### src/verilog/cfp_consts.svh
/*
  Constants of the fetch/execute pipeline core: reset values, opcode patterns,
  data address map figures. Assumes nothing; definitions only.
*/
`ifndef CFP_CONSTS_SVH
`define CFP_CONSTS_SVH

`define CFP_PC_W          21
`define CFP_DADDR_W       12
`define CFP_PC_STEP       21'h000002
`define CFP_PC_RESET      21'h000002
`define CFP_FETCH_RESET   21'h000000
`define CFP_NOP_WORD      16'h0000
`define CFP_SECOND_TAG    4'hf
`define CFP_OP_BANKLOAD   12'h010
`define CFP_OP_LITWORK    8'h0e
`define CFP_OP_MOVF       6'h14
`define CFP_OP_MOVWF      7'h37
`define CFP_OP_TSTSKIP    7'h33
`define CFP_OP_BRA        5'h1a
`define CFP_OP_GOTO       8'hef
`define CFP_OP_CALL       7'h76
`define CFP_OP_PTRLOAD    10'h3b8
`define CFP_OP_REGMOVE    4'hc
`define CFP_ACCESS_SPLIT  8'h60
`define CFP_ACCESS_LOBANK 4'h0
`define CFP_ACCESS_HIBANK 4'hf
`define CFP_IMPL_BANKS    16'hffff

`endif

### src/verilog/cfp_pkg.sv
/*
  Types shared by the pipeline core and its phase generator.
  Assumes the constants header is available for numeric values.
*/
package cfp_pkg;

  typedef enum logic [1:0] {
    CFP_PH_ONE,
    CFP_PH_TWO,
    CFP_PH_THREE,
    CFP_PH_FOUR
  } cfp_phase_t;

  typedef enum logic [3:0] {
    CFP_X_NOP,
    CFP_X_BANKLOAD,
    CFP_X_LITWORK,
    CFP_X_MOVF,
    CFP_X_MOVWF,
    CFP_X_TSTSKIP,
    CFP_X_BRA,
    CFP_X_GOTO,
    CFP_X_PTRLOAD,
    CFP_X_REGMOVE,
    CFP_X_SECOND
  } cfp_op_t;

endpackage

### src/verilog/cfp_phase_if.sv
/*
  Phase strobes from the phase generator to the core.
  Assumes both ends run on the same clock.
*/
`timescale 1ns/1ps

interface cfp_phase_if;
  cfp_pkg::cfp_phase_t phase;
  logic                phase_one;
  logic                phase_two;
  logic                phase_three;
  logic                phase_four;

  modport gen
  (
    output phase,
    output phase_one,
    output phase_two,
    output phase_three,
    output phase_four
  );

  modport user
  (
    input phase,
    input phase_one,
    input phase_two,
    input phase_three,
    input phase_four
  );
endinterface

### src/verilog/cfp_phase_gen.sv
/*
  Divides the system clock into four non-overlapping phases, one clock each.
  Assumes a synchronous active-low reset on the same clock.
*/
`timescale 1ns/1ps

module cfp_phase_gen
(
  input  wire logic i_clk,
  input  wire logic i_resetn,
  cfp_phase_if.gen  ph
);

  cfp_pkg::cfp_phase_t phase_ff;
  cfp_pkg::cfp_phase_t nxt_phase;

  always_comb
  begin
    case (phase_ff)
      cfp_pkg::CFP_PH_ONE:   nxt_phase = cfp_pkg::CFP_PH_TWO;
      cfp_pkg::CFP_PH_TWO:   nxt_phase = cfp_pkg::CFP_PH_THREE;
      cfp_pkg::CFP_PH_THREE: nxt_phase = cfp_pkg::CFP_PH_FOUR;
      default:               nxt_phase = cfp_pkg::CFP_PH_ONE;
    endcase
  end

  always_ff @(posedge i_clk)
  begin
    if (!i_resetn)
      phase_ff <= cfp_pkg::CFP_PH_ONE;
    else
      phase_ff <= nxt_phase;
  end

  assign ph.phase       = phase_ff;
  assign ph.phase_one   = (phase_ff == cfp_pkg::CFP_PH_ONE);
  assign ph.phase_two   = (phase_ff == cfp_pkg::CFP_PH_TWO);
  assign ph.phase_three = (phase_ff == cfp_pkg::CFP_PH_THREE);
  assign ph.phase_four  = (phase_ff == cfp_pkg::CFP_PH_FOUR);

endmodule

### src/verilog/cfp_core.sv
/*
  Fetch/decode/execute pipeline of an 8-bit core with byte-addressed program
  memory and a banked 12-bit data space with a fast-access bank.
  Assumes program memory answers one clock after the fetch address changes and
  holds data until the end of phase three; data memory answers a read in the
  same clock as the read strobe. ALU, stack and interrupts live elsewhere.
*/
`timescale 1ns/1ps
`include "cfp_consts.svh"

module cfp_core
#(
  parameter logic [15:0] IMPL_BANKS = `CFP_IMPL_BANKS
)
(
  input  wire logic        i_clk,
  input  wire logic        i_resetn,
  output logic [3:0]       o_phase,
  output logic [20:0]      o_pmem_addr,
  output logic             o_pmem_rd,
  input  wire logic [15:0] i_pmem_data,
  output logic [11:0]      o_dmem_addr,
  output logic             o_dmem_rd,
  input  wire logic [7:0]  i_dmem_rdata,
  output logic             o_dmem_wr,
  output logic [7:0]       o_dmem_wdata,
  output logic [20:0]      o_pc,
  output logic [15:0]      o_instr_latch,
  output logic [7:0]       o_work,
  output logic [7:0]       o_bank_selector,
  output logic             o_flush
);

  cfp_phase_if ph ();

  cfp_phase_gen u_phase
  (
    .i_clk    (i_clk),
    .i_resetn (i_resetn),
    .ph       (ph)
  );

  logic [20:0]     pc_ff;
  logic [20:0]     fetch_pc_ff;
  logic [20:0]     pmem_addr_ff;
  logic [15:0]     fetch_word_ff;
  logic [15:0]     instr_latch_ff;
  logic [20:0]     instr_pc_ff;
  logic            pair_ok_ff;
  logic [15:0]     first_word_ff;
  logic [3:0]      bank_sel_ff;
  logic [7:0]      work_ff;
  logic [11:0]     dmem_addr_ff;
  logic            dmem_rd_ff;
  logic            dmem_wr_ff;
  logic [7:0]      dmem_wdata_ff;
  logic [7:0]      opnd_ff;
  logic            flush_ff;

  cfp_pkg::cfp_op_t exec_op;
  logic [11:0]     banked_addr;
  logic [11:0]     op_addr;
  logic            needs_read;
  logic            needs_write;
  logic            addr_impl;
  logic            jump_abs;
  logic            branch_rel;
  logic            skip_now;
  logic            kill;
  logic [20:0]     abs_target;
  logic [20:0]     rel_target;
  logic [20:0]     pc_sel;

  // second words decode as a no-operation unless their first word ran just before
  function automatic cfp_pkg::cfp_op_t decode(input logic [15:0] w, input logic pair_ok);
    cfp_pkg::cfp_op_t op;
    op = cfp_pkg::CFP_X_NOP;
    if (w[15:12] == `CFP_SECOND_TAG)
      op = pair_ok ? cfp_pkg::CFP_X_SECOND : cfp_pkg::CFP_X_NOP;
    else if (w[15:4] == `CFP_OP_BANKLOAD)
      op = cfp_pkg::CFP_X_BANKLOAD;
    else if (w[15:8] == `CFP_OP_LITWORK)
      op = cfp_pkg::CFP_X_LITWORK;
    else if (w[15:10] == `CFP_OP_MOVF)
      op = cfp_pkg::CFP_X_MOVF;
    else if (w[15:9] == `CFP_OP_MOVWF)
      op = cfp_pkg::CFP_X_MOVWF;
    else if (w[15:9] == `CFP_OP_TSTSKIP)
      op = cfp_pkg::CFP_X_TSTSKIP;
    else if (w[15:11] == `CFP_OP_BRA)
      op = cfp_pkg::CFP_X_BRA;
    else if (w[15:8] == `CFP_OP_GOTO || w[15:9] == `CFP_OP_CALL)
      op = cfp_pkg::CFP_X_GOTO;
    else if (w[15:6] == `CFP_OP_PTRLOAD)
      op = cfp_pkg::CFP_X_PTRLOAD;
    else if (w[15:12] == `CFP_OP_REGMOVE)
      op = cfp_pkg::CFP_X_REGMOVE;
    return op;
  endfunction

  assign exec_op = decode(instr_latch_ff, pair_ok_ff);

  // fast-access bank: addresses below 0x60 from bank 0, the rest from bank 15
  always_comb
  begin
    if (!instr_latch_ff[8])
    begin
      if (instr_latch_ff[7:0] < `CFP_ACCESS_SPLIT)
        banked_addr = {`CFP_ACCESS_LOBANK, instr_latch_ff[7:0]};
      else
        banked_addr = {`CFP_ACCESS_HIBANK, instr_latch_ff[7:0]};
    end
    else
      banked_addr = {bank_sel_ff, instr_latch_ff[7:0]};
  end

  // register-to-register move carries full 12-bit addresses and ignores the bank
  always_comb
  begin
    op_addr     = banked_addr;
    needs_read  = 1'b0;
    needs_write = 1'b0;
    case (exec_op)
      cfp_pkg::CFP_X_MOVF:
      begin
        needs_read  = 1'b1;
        needs_write = instr_latch_ff[9];
      end
      cfp_pkg::CFP_X_MOVWF:
        needs_write = 1'b1;
      cfp_pkg::CFP_X_TSTSKIP:
        needs_read = 1'b1;
      cfp_pkg::CFP_X_REGMOVE:
      begin
        op_addr    = instr_latch_ff[11:0];
        needs_read = 1'b1;
      end
      cfp_pkg::CFP_X_SECOND:
      begin
        op_addr     = instr_latch_ff[11:0];
        needs_write = (first_word_ff[15:12] == `CFP_OP_REGMOVE);
      end
      default:
      begin
        op_addr     = banked_addr;
        needs_read  = 1'b0;
        needs_write = 1'b0;
      end
    endcase
  end

  assign addr_impl = IMPL_BANKS[dmem_addr_ff[11:8]];

  // redirects: absolute target needs the second word, already in the fetch register
  assign jump_abs   = ph.phase_four && (exec_op == cfp_pkg::CFP_X_GOTO);
  assign branch_rel = ph.phase_four && (exec_op == cfp_pkg::CFP_X_BRA);
  assign skip_now   = ph.phase_four && (exec_op == cfp_pkg::CFP_X_TSTSKIP) && (opnd_ff == 8'h00);
  assign kill       = branch_rel || skip_now;
  assign abs_target = {fetch_word_ff[11:0], instr_latch_ff[7:0], 1'b0};
  assign rel_target = instr_pc_ff + `CFP_PC_STEP
                      + {{9{instr_latch_ff[10]}}, instr_latch_ff[10:0], 1'b0};

  always_comb
  begin
    if (jump_abs)
      pc_sel = abs_target;
    else if (branch_rel)
      pc_sel = rel_target;
    else
      pc_sel = pc_ff;
  end

  // program counter moves on the edge that opens phase one
  always_ff @(posedge i_clk)
  begin
    if (!i_resetn)
    begin
      pc_ff        <= `CFP_PC_RESET;
      fetch_pc_ff  <= `CFP_FETCH_RESET;
      pmem_addr_ff <= `CFP_FETCH_RESET;
    end
    else if (ph.phase_four)
    begin
      pmem_addr_ff <= {pc_sel[20:1], 1'b0};
      fetch_pc_ff  <= {pc_sel[20:1], 1'b0};
      pc_ff        <= {pc_sel[20:1], 1'b0} + `CFP_PC_STEP;
    end
  end

  // fetch of the next word runs beside the execution of the current one
  always_ff @(posedge i_clk)
  begin
    if (!i_resetn)
      fetch_word_ff <= `CFP_NOP_WORD;
    else if (ph.phase_three)
      fetch_word_ff <= i_pmem_data;
  end

  // a discarded word is replaced by a no-operation rather than suppressing the cycle
  always_ff @(posedge i_clk)
  begin
    if (!i_resetn)
    begin
      instr_latch_ff <= `CFP_NOP_WORD;
      instr_pc_ff    <= `CFP_FETCH_RESET;
      pair_ok_ff     <= 1'b0;
      first_word_ff  <= `CFP_NOP_WORD;
      flush_ff       <= 1'b0;
    end
    else if (ph.phase_four)
    begin
      instr_latch_ff <= kill ? `CFP_NOP_WORD : fetch_word_ff;
      instr_pc_ff    <= fetch_pc_ff;
      first_word_ff  <= instr_latch_ff;
      flush_ff       <= kill;
      pair_ok_ff     <= !kill && (exec_op == cfp_pkg::CFP_X_GOTO
                                  || exec_op == cfp_pkg::CFP_X_PTRLOAD
                                  || exec_op == cfp_pkg::CFP_X_REGMOVE);
    end
  end

  // data read strobe stands through phase two, write strobe through phase four
  always_ff @(posedge i_clk)
  begin
    if (!i_resetn)
    begin
      dmem_addr_ff <= 12'h000;
      dmem_rd_ff   <= 1'b0;
    end
    else if (ph.phase_one)
    begin
      dmem_addr_ff <= op_addr;
      dmem_rd_ff   <= needs_read;
    end
    else
      dmem_rd_ff <= 1'b0;
  end

  always_ff @(posedge i_clk)
  begin
    if (!i_resetn)
      opnd_ff <= 8'h00;
    else if (ph.phase_two && dmem_rd_ff)
      opnd_ff <= addr_impl ? i_dmem_rdata : 8'h00;
  end

  // writes to banks that are not there are dropped
  always_ff @(posedge i_clk)
  begin
    if (!i_resetn)
    begin
      dmem_wr_ff    <= 1'b0;
      dmem_wdata_ff <= 8'h00;
    end
    else if (ph.phase_three)
    begin
      dmem_wr_ff    <= needs_write && addr_impl;
      dmem_wdata_ff <= (exec_op == cfp_pkg::CFP_X_MOVWF) ? work_ff : opnd_ff;
    end
    else
      dmem_wr_ff <= 1'b0;
  end

  always_ff @(posedge i_clk)
  begin
    if (!i_resetn)
      work_ff <= 8'h00;
    else if (ph.phase_four && exec_op == cfp_pkg::CFP_X_LITWORK)
      work_ff <= instr_latch_ff[7:0];
    else if (ph.phase_four && exec_op == cfp_pkg::CFP_X_MOVF && !instr_latch_ff[9])
      work_ff <= opnd_ff;
  end

  always_ff @(posedge i_clk)
  begin
    if (!i_resetn)
      bank_sel_ff <= 4'h0;
    else if (ph.phase_four && exec_op == cfp_pkg::CFP_X_BANKLOAD)
      bank_sel_ff <= instr_latch_ff[3:0];
  end

  assign o_phase         = {ph.phase_four, ph.phase_three, ph.phase_two, ph.phase_one};
  assign o_pmem_addr     = pmem_addr_ff;
  assign o_pmem_rd       = ph.phase_one;
  assign o_dmem_addr     = dmem_addr_ff;
  assign o_dmem_rd       = dmem_rd_ff;
  assign o_dmem_wr       = dmem_wr_ff;
  assign o_dmem_wdata    = dmem_wdata_ff;
  assign o_pc            = pc_ff;
  assign o_instr_latch   = instr_latch_ff;
  assign o_work          = work_ff;
  assign o_bank_selector = {4'h0, bank_sel_ff};
  assign o_flush         = flush_ff;

endmodule

### config.mk
export PLATFORM = sky130hd
export DESIGN_NAME = cfp_core
export DESIGN_NICKNAME = d
export VERILOG_FILES = /design/src/verilog/cfp_pkg.sv /design/src/verilog/cfp_phase_if.sv /design/src/verilog/cfp_phase_gen.sv /design/src/verilog/cfp_core.sv
export VERILOG_INCLUDE_DIRS = /design/src /design/src/verilog
export SDC_FILE = /design/constraint.sdc
export NUM_CORES = 1
export LEC_CHECK = 0
export BUFFER_PORTS_ARGS = -buffer_cell sky130_fd_sc_hd__buf_2
export CORE_UTILIZATION = 40
export CTS_CLUSTER_SIZE = 24
export DETAILED_ROUTE_END_ITERATION = 8
export PLACE_DENSITY_LB_ADDON = 0.2
export SLEW_MARGIN = 5
export SYNTH_ARGS = -nofsm -noshare
export SYNTH_HDL_FRONTEND = slang
export SYNTH_SLANG_ARGS = --single-unit
### constraint.sdc
create_clock -name i_clk -period 9.6 [get_ports i_clk]
set_input_delay 2.88 -clock i_clk [delete_from_list [all_inputs] [get_ports i_clk]]
set_output_delay 2.88 -clock i_clk [all_outputs]
set_load 0.005 [all_outputs]
## Yosys cells after proc, flatten, opt, wreduce, memory -nomap -nowiden

Memories as Yosys holds them, arrays and structs flattened. A register that Yosys moved wholly into a read port is not among the register bits.
Index checks and enable logic that the tools add are counted.

- Output and inout port bits: 102
- Bits in read-only memories: 16
- Logic and storage cells: 98
- Bits in registers: 155
- Input port bits: 26
- Memories kept: 1

Memories:

| name | words | bits a word | read ports | clocked after memory_dff | wr ports | RTL line | source |
|---|---|---|---|---|---|---|---|
| (no name shown) | 16 | 1 | 1 | 1 | 0 | cfp_core.sv:152 | `assign addr_impl = IMPL_BANKS[dmem_addr_ff[11:8]];` |

- Reduce and logical (&&, ||, !) cells: 24
- Order comparisons: 2
- Muxes and demuxes: 27
- Equal/unequal tests: 25
- $add $sub $neg: 3

Operator list:

| kind | count |
|---|---|
| $mux 4 | 13 |
| $add 21x2->21 const B | 2 |
| $mux 21 | 2 |
| $mux 12 | 3 |
| $mux 8 | 4 |
| $eq 4x4->1 const B | 6 |
| $add 21x21->21 | 1 |
| $eq 4x3->1 const B | 4 |
| $mux 16 | 1 |
| $eq 7x6->1 const B | 2 |
| $eq 12x5->1 const B | 1 |
| $logic_and 1x1->1 | 11 |
| $eq 10x10->1 const B | 1 |
| $eq 4x2->1 const B | 2 |
| $eq 8x4->1 const B | 1 |
| $eq 8x8->1 const B | 1 |
| $logic_not 8->1 | 1 |
| $lt 8x7->1 const B | 1 |
| $eq 7x7->1 const B | 1 |
| $eq 6x5->1 const B | 1 |
| $pmux 2 s3 | 1 |
| $eq 5x5->1 const B | 1 |
| $lt 4x5->1 const B | 1 |
| $eq 2x2->1 const B | 2 |
| other kinds (11) | 17 |

## Logic depth before layout (Yosys ltp)

Gate-level depths: netlist of run 1.

- Word-level depth: 17
- Gate-level depth with buffers: 16
- Depth with buffers taken out: 15

## Modules after synthesis

From an unflattened synthesis of run 1, not the netlist that was laid out.

- Cell total of the unflattened synthesis: 905
- Area total of the unflattened synthesis: 7641.1 um2

Modules (own cells, without submodules):

| module | seq. area each (um2) | cells an instance | area an instance (um2) | instances |
|---|---|---|---|---|
| cfp_core | 2802.7 | 895 | 7529.7 | 1 |
| cfp_phase_gen | 40.0 | 10 | 111.4 | 1 |

## Worst setup path before layout of run 1

Ideal clock, no wire load.

- Path kind: input -> register
- Start: input i_resetn
- End: register fetch_word_ff[0]
- Stages: 5
- Arrival time: 3.760 ns
- Required time: 9.472 ns
- Setup time: 0.128 ns
- Setup slack: 5.713 ns
- Cells stage by stage: clkbuf_1 -> inv_2 -> clkbuf_1 -> buf_1 -> nor2_1

RTL lines:

| item | RTL line | source |
|---|---|---|
| from (decl) | cfp_core.sv:17 | `input wire logic i_resetn,` |
| to (signal assigned) | cfp_core.sv:194 | `` fetch_word_ff <= `CFP_NOP_WORD; `` |
| to (signal assigned) | cfp_core.sv:196 | `fetch_word_ff <= i_pmem_data;` |
| to (decl) | cfp_core.sv:46 | `logic [15:0] fetch_word_ff;` |

No word-level cell between the ends.

## Worst setup path in the final report of run 1

- Start: register u_phase.phase_ff[0], in the netlist u_phase.ph.phase[0]
- End: output o_phase[2]

- Longest elaborated chain between the ends: 1

RTL lines:

| item | RTL line | source |
|---|---|---|
| from (decl) | cfp_phase_gen.sv:14 | `cfp_pkg::cfp_phase_t phase_ff;` |
| from (signal assigned) | cfp_phase_gen.sv:30 | `phase_ff <= cfp_pkg::CFP_PH_ONE;` |
| from (signal assigned) | cfp_phase_gen.sv:32 | `phase_ff <= nxt_phase;` |
| $eq 2x2->1 | cfp_phase_gen.sv:38 | `assign ph.phase_three = (phase_ff == cfp_pkg::CFP_PH_THREE);` |
| to (decl) | cfp_core.sv:18 | `output logic [3:0] o_phase,` |

Every way passes these cells.

==> results.json, run 1 <==
{
  "status": "finished, final reports clean",
  "p_leak_nw": 3.72,
  "cts_hold_buf": 0,
  "post-route-period-util_pct": 50.4,
  "worstPathMaxFanout": 35,
  "clockPowerShare_pct": 44.8,
  "top_layer_used": "met4",
  "final_cell_mix": "142 x dfxtp_1, 122 x nor2_1, 121 x buf_2",
  "antenna_found_initial": 0,
  "synth_seq_area_share_pct": 37.6,
  "worstRegToRegCells": 12,
  "p_seq_share_pct": 40.2,
  "core-area_sq_um": 18200,
  "design_area_sq_um": 8820,
  "slew_headroom_pct": 26.8,
  "ir_worst_vdd_uv": 98.1,
  "min_period_ns": 4.84,
  "p_int_mw": 1.22,
  "grt_pass1_wl_um": 33200,
  "dr.pass1.iters": 7,
  "routed_wl_um": 20700,
  "netSwitchingFraction_pct": 26.4,
  "power.density_nw_per_um2": 187,
  "antenna_cells": 0,
  "holdPathStages": 2,
  "synth_seq_cells": 142,
  "power_mw": 1.65,
  "via_count": 6565,
  "p_switching_mw": 0.437,
  "met2RoutedLength_um": 9430,
  "final_common_cell": "dfxtp_1",
  "syn_area_sq_um": 7550,
  "cts_tree": "built",
  "netlist_instances": 890,
  "grtUsageTotal_pct": 21.9,
  "clk-insertion-delay-late_ns": 0.43,
  "place_hpwl_um": 14100,
  "post_dp_cell_area_sq_um": 8170,
  "setup_tns_ns": 0,
  "pwr-share-comb_pct": 15.1,
  "min_from": "o_flush$_SDFFE_PN0P_",
  "drive_above_1_share_pct": 17.4,
  "synth_area_per_cell_sq_um": 8.48,
  "post-place-cells": 1177,
  "io_pins": 128,
  "ys_warn_count": 0,
  "r2r_setup_slack_ns": 5.02,
  "grt_pass1_vias": 6152,
  "setup_viol": 0,
  "clock_skew_ns": 0.0116,
  "hp-class": "reg2reg",
  "endpoint_kind": "primary output",
  "drt-met1-wl_um": 10100,
  "cp.required_ns": 6.72,
  "gr-total-overflow": 0,
  "ys_async_sr_fraction_pct": 0,
  "timing.final.hold_violations": 0,
  "r2r-start": "o_instr_latch[10]$_SDFFE_PN0P_",
  "clk_path_buf_depth": 2,
  "htreeDepth": 4,
  "die_area_sq_um": 19400,
  "nNetsFinal": 1035,
  "ant_nets": 0,
  "cts_made_buffers": 17,
  "port_buffers": 121,
  "fmax_mhz": 207,
  "rows": 49,
  "wl_per_cell_um": 17.2,
  "initial_core_util_pct": 41.5,
  "synth-edff-count": 0,
  "finalNonFillerCells": 1209,
  "crit_type": "reg2out",
  "crit_arrival_ns": 1.96,
  "rr_endpoint": "o_pc[20]$_SDFFE_PN0P_",
  "cts_root_buffer": "clkbuf_16",
  "fp.dieW_um": 139,
  "hold_end": "o_flush$_SDFFE_PN0P_",
  "final_core_util_pct": 48.5,
  "wl_met3_um": 925,
  "cts_resized": 0,
  "clkTransAtPathRegs_ns": 0.06,
  "synth.distinct_cells": 65,
  "cts_setup_buffers": 0,
  "cts.sinks": 142,
  "gp_congestion": 0.842,
  "grt_max_degree": 79,
  "first_iter_violations": 450,
  "max-cap-violations": 0,
  "drv_slew": 0,
  "rsz0062_at_grt": "false",
  "crit_path_start_kind": "flop",
  "tightest_slew_ns": 1.10,
  "ys.flop_type": "dfxtp_1",
  "remaining_drc_errors": 0,
  "area_growth_pct": 16.9,
  "fp.dieH_um": 139,
  "viasPerCell": 5.43
}
## routing by layer
metal | up-vias | track usage [%]
met1 | 3075 | 30.2
met2 | 163 | 34.3
met3 | 27 | 3.89
met5 | - | 0
li1 | 3300 | -
met4 | 0 | 7.37
## metrics by stage
stage | worst slack [ns] | hold slack [ns]
after global routing | 4.66 | 0.494
after CTS | 4.70 | 0.468
final | 4.76 | 0.476
after detailed placement | 4.57 | 0.457
after floorplan | 5.71 | 0.456
after global placement | 4.59 | 0.463
## power groups by stage
stage               combinational [mW]  sequential, mW  clock, mW
global route                     0.277           0.670      0.775
CTS                              0.251           0.664      0.752
global placement                 0.246           0.677          0
finish                           0.249           0.664      0.741
floorplan                        0.183           0.668          0
detailed placement               0.249           0.676          0
## state kept, by name, indices dropped and copies added, names as in the netlist
| register | cells |
|---|---|
| first_word_ff | 4 |
| o_dmem_addr | 12 |
| o_dmem_wr | 1 |
| bank_sel_ff | 4 |
| u_phase.ph.phase | 2 |
| o_instr_latch | 16 |
| o_flush | 1 |
| pair_ok_ff | 1 |
| fetch_pc_ff | 20 |
| o_dmem_wdata | 8 |
| o_pc | 20 |
| o_work | 8 |
| opnd_ff | 8 |
| instr_pc_ff | 20 |
| o_dmem_rd | 1 |
| fetch_word_ff | 16 |
## cell type report
type	count	area, sq um
fill	1783	9380
multi-input combinational	666	4330
sequential	142	2840
timing repair buffer	128	658
clock buffer	23	478
tap	229	287
clock inverter	9	181
inverter	12	46.3
## how the worst max path moves through the flow
| stage | startpoint | endpoint | slack, ns | depth (start not counted) |
|---|---|---|---|---|
| 2_1_floorplan | i_resetn | fetch_word_ff[0]$_SDFFE_PN0P_ | 5.71 | 5 |
| 3_3_place_gp | i_resetn | o_pc[1]$_SDFFE_PN1P_ | 4.59 | 5 |
| 3_5_place_dp | i_resetn | o_pc[1]$_SDFFE_PN1P_ | 4.57 | 5 |
| 4_1_cts | u_phase.ph.phase[0]$_SDFF_PN0_ | o_phase[2] | 4.70 | 3 |
| 5_1_grt | u_phase.ph.phase[0]$_SDFF_PN0_ | o_phase[2] | 4.66 | 3 |
| 6_report | u_phase.ph.phase[0]$_SDFF_PN0_ | o_phase[2] | 4.76 | 3 |
## cells by family (layout without fill, tap and decap cells)
family	after synthesis	after routing	synth area share, %
muxes	83	83	11.0
other	1	6	0.0497
and+or+nand+nor	310	310	19.3
xor gates and xnor gates	26	26	3.02
DFF	142	142	37.6
adders and majority gates	42	42	7.06
buffers and inverters	87	172	5.43
AOI/OAI and AO/OA	199	199	16.5
## synthesized netlist by cell type, drive strengths merged (3+ instances only)
| cell | count | share of area, % |
|---|---|---|
| or3 | 5 | 0.41 |
| o21ai | 42 | 2.8 |
| mux2i | 82 | 11 |
| nor4 | 5 | 0.61 |
| nand3 | 41 | 2.7 |
| and2 | 13 | 1.1 |
| or4 | 3 | 0.30 |
| inv | 12 | 0.60 |
| and3 | 7 | 0.58 |
| a221oi | 4 | 0.70 |
| xnor2 | 17 | 2.0 |
| xor2 | 9 | 1.0 |
| nand2 | 69 | 3.4 |
| dfxtp | 142 | 38 |
| nor2 | 122 | 6.1 |
| a21oi | 79 | 5.2 |
| ha | 41 | 6.8 |
| o21a | 4 | 0.40 |
| clkbuf | 36 | 1.8 |
| o211ai | 3 | 0.30 |
| a21o | 7 | 0.70 |
| a211oi | 31 | 3.1 |
| a31oi | 9 | 0.75 |
| nand4 | 6 | 0.50 |
| nor3 | 14 | 0.93 |
| buf | 39 | 3.0 |
| nor2b | 8 | 0.66 |
| nor4b | 3 | 0.35 |
## worst max-delay path, cell delays in order, from the launching register on
cell and delay [ns]:
dfxtp_1 0.35, inv_1 0.10, ha_2 0.83, buf_2 0.25
No activity file was read; power rests on OpenSTA's default activity.
==> run 2: changes to the inputs <==
- clock period: 9.6 -> 3.95 ns (I/O delays scaled with it)
==> results.json, run 2 (synthesis gave the netlist of run 1 again) <==
{
  "place_hpwl_um": 15000,
  "power_mw": 4.03,
  "final_common_cell": "dfxtp_1",
  "cts.sinks": 142,
  "area_growth_pct": 20.9,
  "clkTransAtPathRegs_ns": 0.07,
  "routed_wl_um": 21100,
  "fill_cells": 1750,
  "max-cap-violations": 0,
  "first_iter_violations": 475,
  "remaining_drc_errors": 0,
  "worstPathMaxFanout": 3,
  "cts_root_buffer": "clkbuf_16",
  "die_area_sq_um": 19400,
  "antenna_found_initial": 0,
  "gp_congestion": 0.875,
  "core-area_sq_um": 18200,
  "clk_path_buf_depth": 2,
  "fp.dieH_um": 139,
  "post-route-period-util_pct": 95.5,
  "min_period_ns": 3.77,
  "antenna_cells": 0,
  "ant_nets": 0,
  "pwr-share-comb_pct": 16.0,
  "dr.pass1.iters": 5,
  "gr-total-overflow": 0,
  "timing.final.hold_violations": 0,
  "grt_pass1_vias": 6263,
  "clockPowerShare_pct": 44.0,
  "grtUsageTotal_pct": 22.2,
  "htreeDepth": 4,
  "wl_per_cell_um": 16.9,
  "port_buffers": 121,
  "p_int_mw": 2.93,
  "clk-insertion-delay-late_ns": 0.43,
  "crit_arrival_ns": 4.11,
  "clock_skew_ns": 0.0121,
  "fp.dieW_um": 139,
  "crit_path_start_kind": "flop",
  "fmax_mhz": 265,
  "cts_tree": "built",
  "ir_worst_vdd_uv": 286,
  "setup_ws_ns": 0.176,
  "slew_headroom_pct": 25.5,
  "cts_made_buffers": 17,
  "via_count": 6734,
  "hp-class": "reg2reg",
  "viasPerCell": 5.40,
  "status": "finished, final reports clean",
  "finalNonFillerCells": 1246,
  "post_dp_cell_area_sq_um": 8450,
  "r2r_setup_slack_ns": 0.18,
  "tightest_slew_ns": 1.12,
  "post-place-cells": 1213,
  "grt_pass1_wl_um": 33900,
  "setup_viol": 0,
  "cp.required_ns": 4.29,
  "pre_cts_slack_ns": -0.107,
  "drv_slew": 0,
  "power.density_nw_per_um2": 441,
  "netSwitchingFraction_pct": 27.3,
  "crit_type": "reg2reg",
  "io_pins": 128,
  "p_leak_nw": 3.90,
  "grt_max_degree": 86,
  "nNetsFinal": 1072,
  "final_cell_mix": "141 x dfxtp_1, 122 x nor2_1, 121 x buf_2",
  "p_seq_share_pct": 40.0,
  "design_area_sq_um": 9130,
  "p_switching_mw": 1.10,
  "initial_core_util_pct": 41.5,
  "endpoint_kind": "flop",
  "drive_above_1_share_pct": 21.3,
  "rows": 49
}
==> run 2: layout make-up <==
cell class / count / area, sq um / share of cell area [%]
clock buffers: 18 / 429 / 4.70
clock inverters: 14 / 216 / 2.37
inverters: 12 / 46.3 / 0.507
multi-input cells: 666 / 4360 / 47.8
flip-flops and latches: 142 / 2840 / 31.1
well taps: 229 / 287 / 3.14
repair buffers: 165 / 948 / 10.4
==> run 2: path summary, 6_finish.rpt <==
kind	startpoint	end	cells past startpoint
worst max-delay path	o_instr_latch[1]$_SDFFE_PN0P_	o_pc[20]$_SDFFE_PN0P_	13
worst min-delay path	o_flush$_SDFFE_PN0P_	o_flush$_SDFFE_PN0P_	2
worst max register to register	o_instr_latch[1]$_SDFFE_PN0P_	o_pc[20]$_SDFFE_PN0P_	13
worst min register to register	o_flush$_SDFFE_PN0P_	o_flush$_SDFFE_PN0P_	2
==> run 2: power groups by stage <==
stage               clock network (mW)  logic (mW)  registers [mW]
floorplan                            0       0.444            1.62
global placement                     0       0.638            1.64
detailed placement                   0       0.644            1.64
CTS                               1.80       0.647            1.61
global route                      1.85       0.712            1.62
finish                            1.77       0.643            1.61
==> run 2: worst max-delay path: stages, from the launching register on <==
cell and delay, ns:
dfxtp_1 0.31, ha_1 0.29, ha_1 0.23, fa_1 0.44, a211oi_2 0.24, o21ai_1 0.13, a221oi_2 0.37, o21ai_0 0.13
a31o_2 0.25, o21ai_1 0.16, nand3_1 0.11, or4b_4 0.53, o311a_1 0.30, a211oi_1 0.19
==> run 2: metal layers <==
metal | vias up | global-route usage, % | routed length [um]
met3 | 29 | 3.54 | 827
met1 | 3163 | 31.1 | 10300
met4 | 0 | 8.07 | 459
met2 | 154 | 34.1 | 9480
met5 | - | 0 | 0
li1 | 3388 | - | -
==> run 2: timing repair <==
item                                    in CTS  in global routing
resized for setup                            2                  8
hold buffers                                 0                  0
endpoints found under the setup margin       4                  5
pin swaps                                    1                  4
buffers inserted                             0                  1
==> run 2: through the flow <==
stage	hold WS [ns]	setup TNS [ns]	util [%]
after floorplan	0.456	0	-
after global placement	0.461	0	46.4
after detailed placement	0.466	-0.252	46.4
after CTS	0.478	0	50.0
after global routing	0.496	-0.0875	50.1
final	0.475	0	50.1
==> run 3: changes to the inputs <==
- CORE_ASPECT_RATIO: default -> 0.8
- CTS_CLUSTER_SIZE: 24 -> default
==> results.json, run 3 (synthesis gave the netlist of run 1 again) <==
{
  "crit_path_start_kind": "flop",
  "cts_root_buffer": "clkbuf_16",
  "endpoint_kind": "flop",
  "hold_end": "o_flush$_SDFFE_PN0P_",
  "port_buffers": 121,
  "status": "finished, final reports clean",
  "via_count": 6759,
  "grt_max_degree": 125,
  "tightest_slew_ns": 0.815,
  "gp_congestion": 0.924,
  "htreeDepth": 4,
  "final_common_cell": "dfxtp_1",
  "wl_per_cell_um": 17.0,
  "fp.dieW_um": 156,
  "min_from": "o_flush$_SDFFE_PN0P_",
  "post-route-period-util_pct": 95.4,
  "setup_viol": 0,
  "routed_wl_um": 21700,
  "p_leak_nw": 3.88,
  "clkTransAtPathRegs_ns": 0.06,
  "crit_type": "reg2reg",
  "clock_skew_ns": 0.0106,
  "rr_endpoint": "o_pc[20]$_SDFFE_PN0P_",
  "holdPathStages": 2,
  "die_area_sq_um": 19400,
  "remaining_drc_errors": 0,
  "worstPathMaxFanout": 14,
  "worstRegToRegCells": 11,
  "slew_headroom_pct": 45.3,
  "gr-total-overflow": 0,
  "initial_core_util_pct": 41.2,
  "post_dp_cell_area_sq_um": 8490,
  "power_mw": 3.88,
  "fill_cells": 1821,
  "antenna_found_initial": 0,
  "cp.required_ns": 4.29,
  "dr.pass1.iters": 5,
  "rows": 44,
  "cts.sinks": 142,
  "r2r_setup_slack_ns": 0.18,
  "ir_worst_vdd_uv": 254,
  "cts_tree": "built",
  "setup_tns_ns": 0,
  "grt_pass1_wl_um": 34500,
  "first_iter_violations": 573,
  "min_period_ns": 3.77,
  "clk_path_buf_depth": 2,
  "max-cap-violations": 0,
  "power.density_nw_per_um2": 424,
  "pre_cts_slack_ns": 0.00730,
  "timing.final.hold_violations": 0,
  "nNetsFinal": 1072,
  "area_growth_pct": 21.1,
  "design_area_sq_um": 9140,
  "ant_nets": 0,
  "final_cell_mix": "142 x dfxtp_1, 122 x nor2_1, 121 x buf_2",
  "hp-class": "reg2reg",
  "fp.dieH_um": 125,
  "viasPerCell": 5.32,
  "cts_made_buffers": 17,
  "io_pins": 128,
  "crit_arrival_ns": 4.11,
  "fmax_mhz": 266,
  "clk-insertion-delay-late_ns": 0.43,
  "drv_slew": 0,
  "grt_pass1_vias": 6121,
  "drive_above_1_share_pct": 21.9,
  "core-area_sq_um": 18300,
  "setup_ws_ns": 0.184,
  "grtUsageTotal_pct": 22.9,
  "place_hpwl_um": 15100,
  "r2r-start": "o_instr_latch[10]$_SDFFE_PN0P_"
}
run 3: worst max-delay path by stage:
stage | startpoint | endpoint
3_5_place_dp | o_instr_latch[1]$_SDFFE_PN0P_ | o_pc[20]$_SDFFE_PN0P_
4_1_cts | o_instr_latch[1]$_SDFFE_PN0P_ | o_pc[20]$_SDFFE_PN0P_
5_1_grt | o_instr_latch[9]$_SDFFE_PN0P_ | o_pc[19]$_SDFFE_PN0P_
3_3_place_gp | o_instr_latch[1]$_SDFFE_PN0P_ | o_pc[20]$_SDFFE_PN0P_
6_report | o_instr_latch[10]$_SDFFE_PN0P_ | o_pc[20]$_SDFFE_PN0P_
2_1_floorplan | o_instr_latch[1]$_SDFFE_PN0P_ | o_pc[20]$_SDFFE_PN0P_
run 3: where the power goes:
group,switching (mW),internal [mW]
combinational,0.370,0.270
clock,0.686,0.937
sequential,0.0827,1.53
total,1.14,2.74
run 3: cell type report:
cell class                 count  area [sq um]  share of cell area, %
multi-input combinational    666          4400                   48.1
sequential                   142          2840                   31.1
timing repair buffer         165           948                   10.4
clock buffer                  17           425                   4.65
tap                          253           317                   3.46
clock inverter                15           161                   1.77
inverter                      12          46.3                  0.506
antenna                        1          2.50                 0.0274
run 3: worst max-delay path, stage by stage (launching register included):
cell	delay [ns]
dfxtp_1	0.44
buf_4	0.27
nand2_1	0.12
or3_1	0.39
and4_4	0.19
a211o_1	0.34
a221oi_4	0.32
nand3b_4	0.15
nor4_4	0.36
or4b_4	0.54
o311a_1	0.30
a211oi_1	0.22
run 3: metrics by stage:
| step | hold slack (ns) | utilization (%) | std cells |
|---|---|---|---|
| 6_report | 0.475 | 49.9 | 1271 |
| 4_1_cts | 0.475 | 49.5 | 1270 |
| 5_1_grt | 0.511 | 49.9 | 1270 |
| 3_5_place_dp | 0.465 | 46.3 | 1238 |
| 3_3_place_gp | 0.460 | 46.3 | 1238 |
| 2_1_floorplan | 0.456 | - | 895 |
run 3: metal layers:
metal | GRT usage, % | wire [um] | up-vias
li1 | - | - | 3384
met1 | 34.2 | 11200 | 3171
met2 | 33.3 | 9280 | 182
met3 | 4.59 | 996 | 22
met4 | 5.31 | 227 | 0
met5 | 0 | 0 | -
run 3: what timing repair did:
item / in CTS / in global routing
resized for setup: 1 / 15
endpoints found under the hold margin: 0 / 0
endpoints found under the setup margin: 3 / 7
setup buffers: 0 / 0
hold buffers: 0 / 0
cloned: 0 / 0
pin swaps: 0 / 2
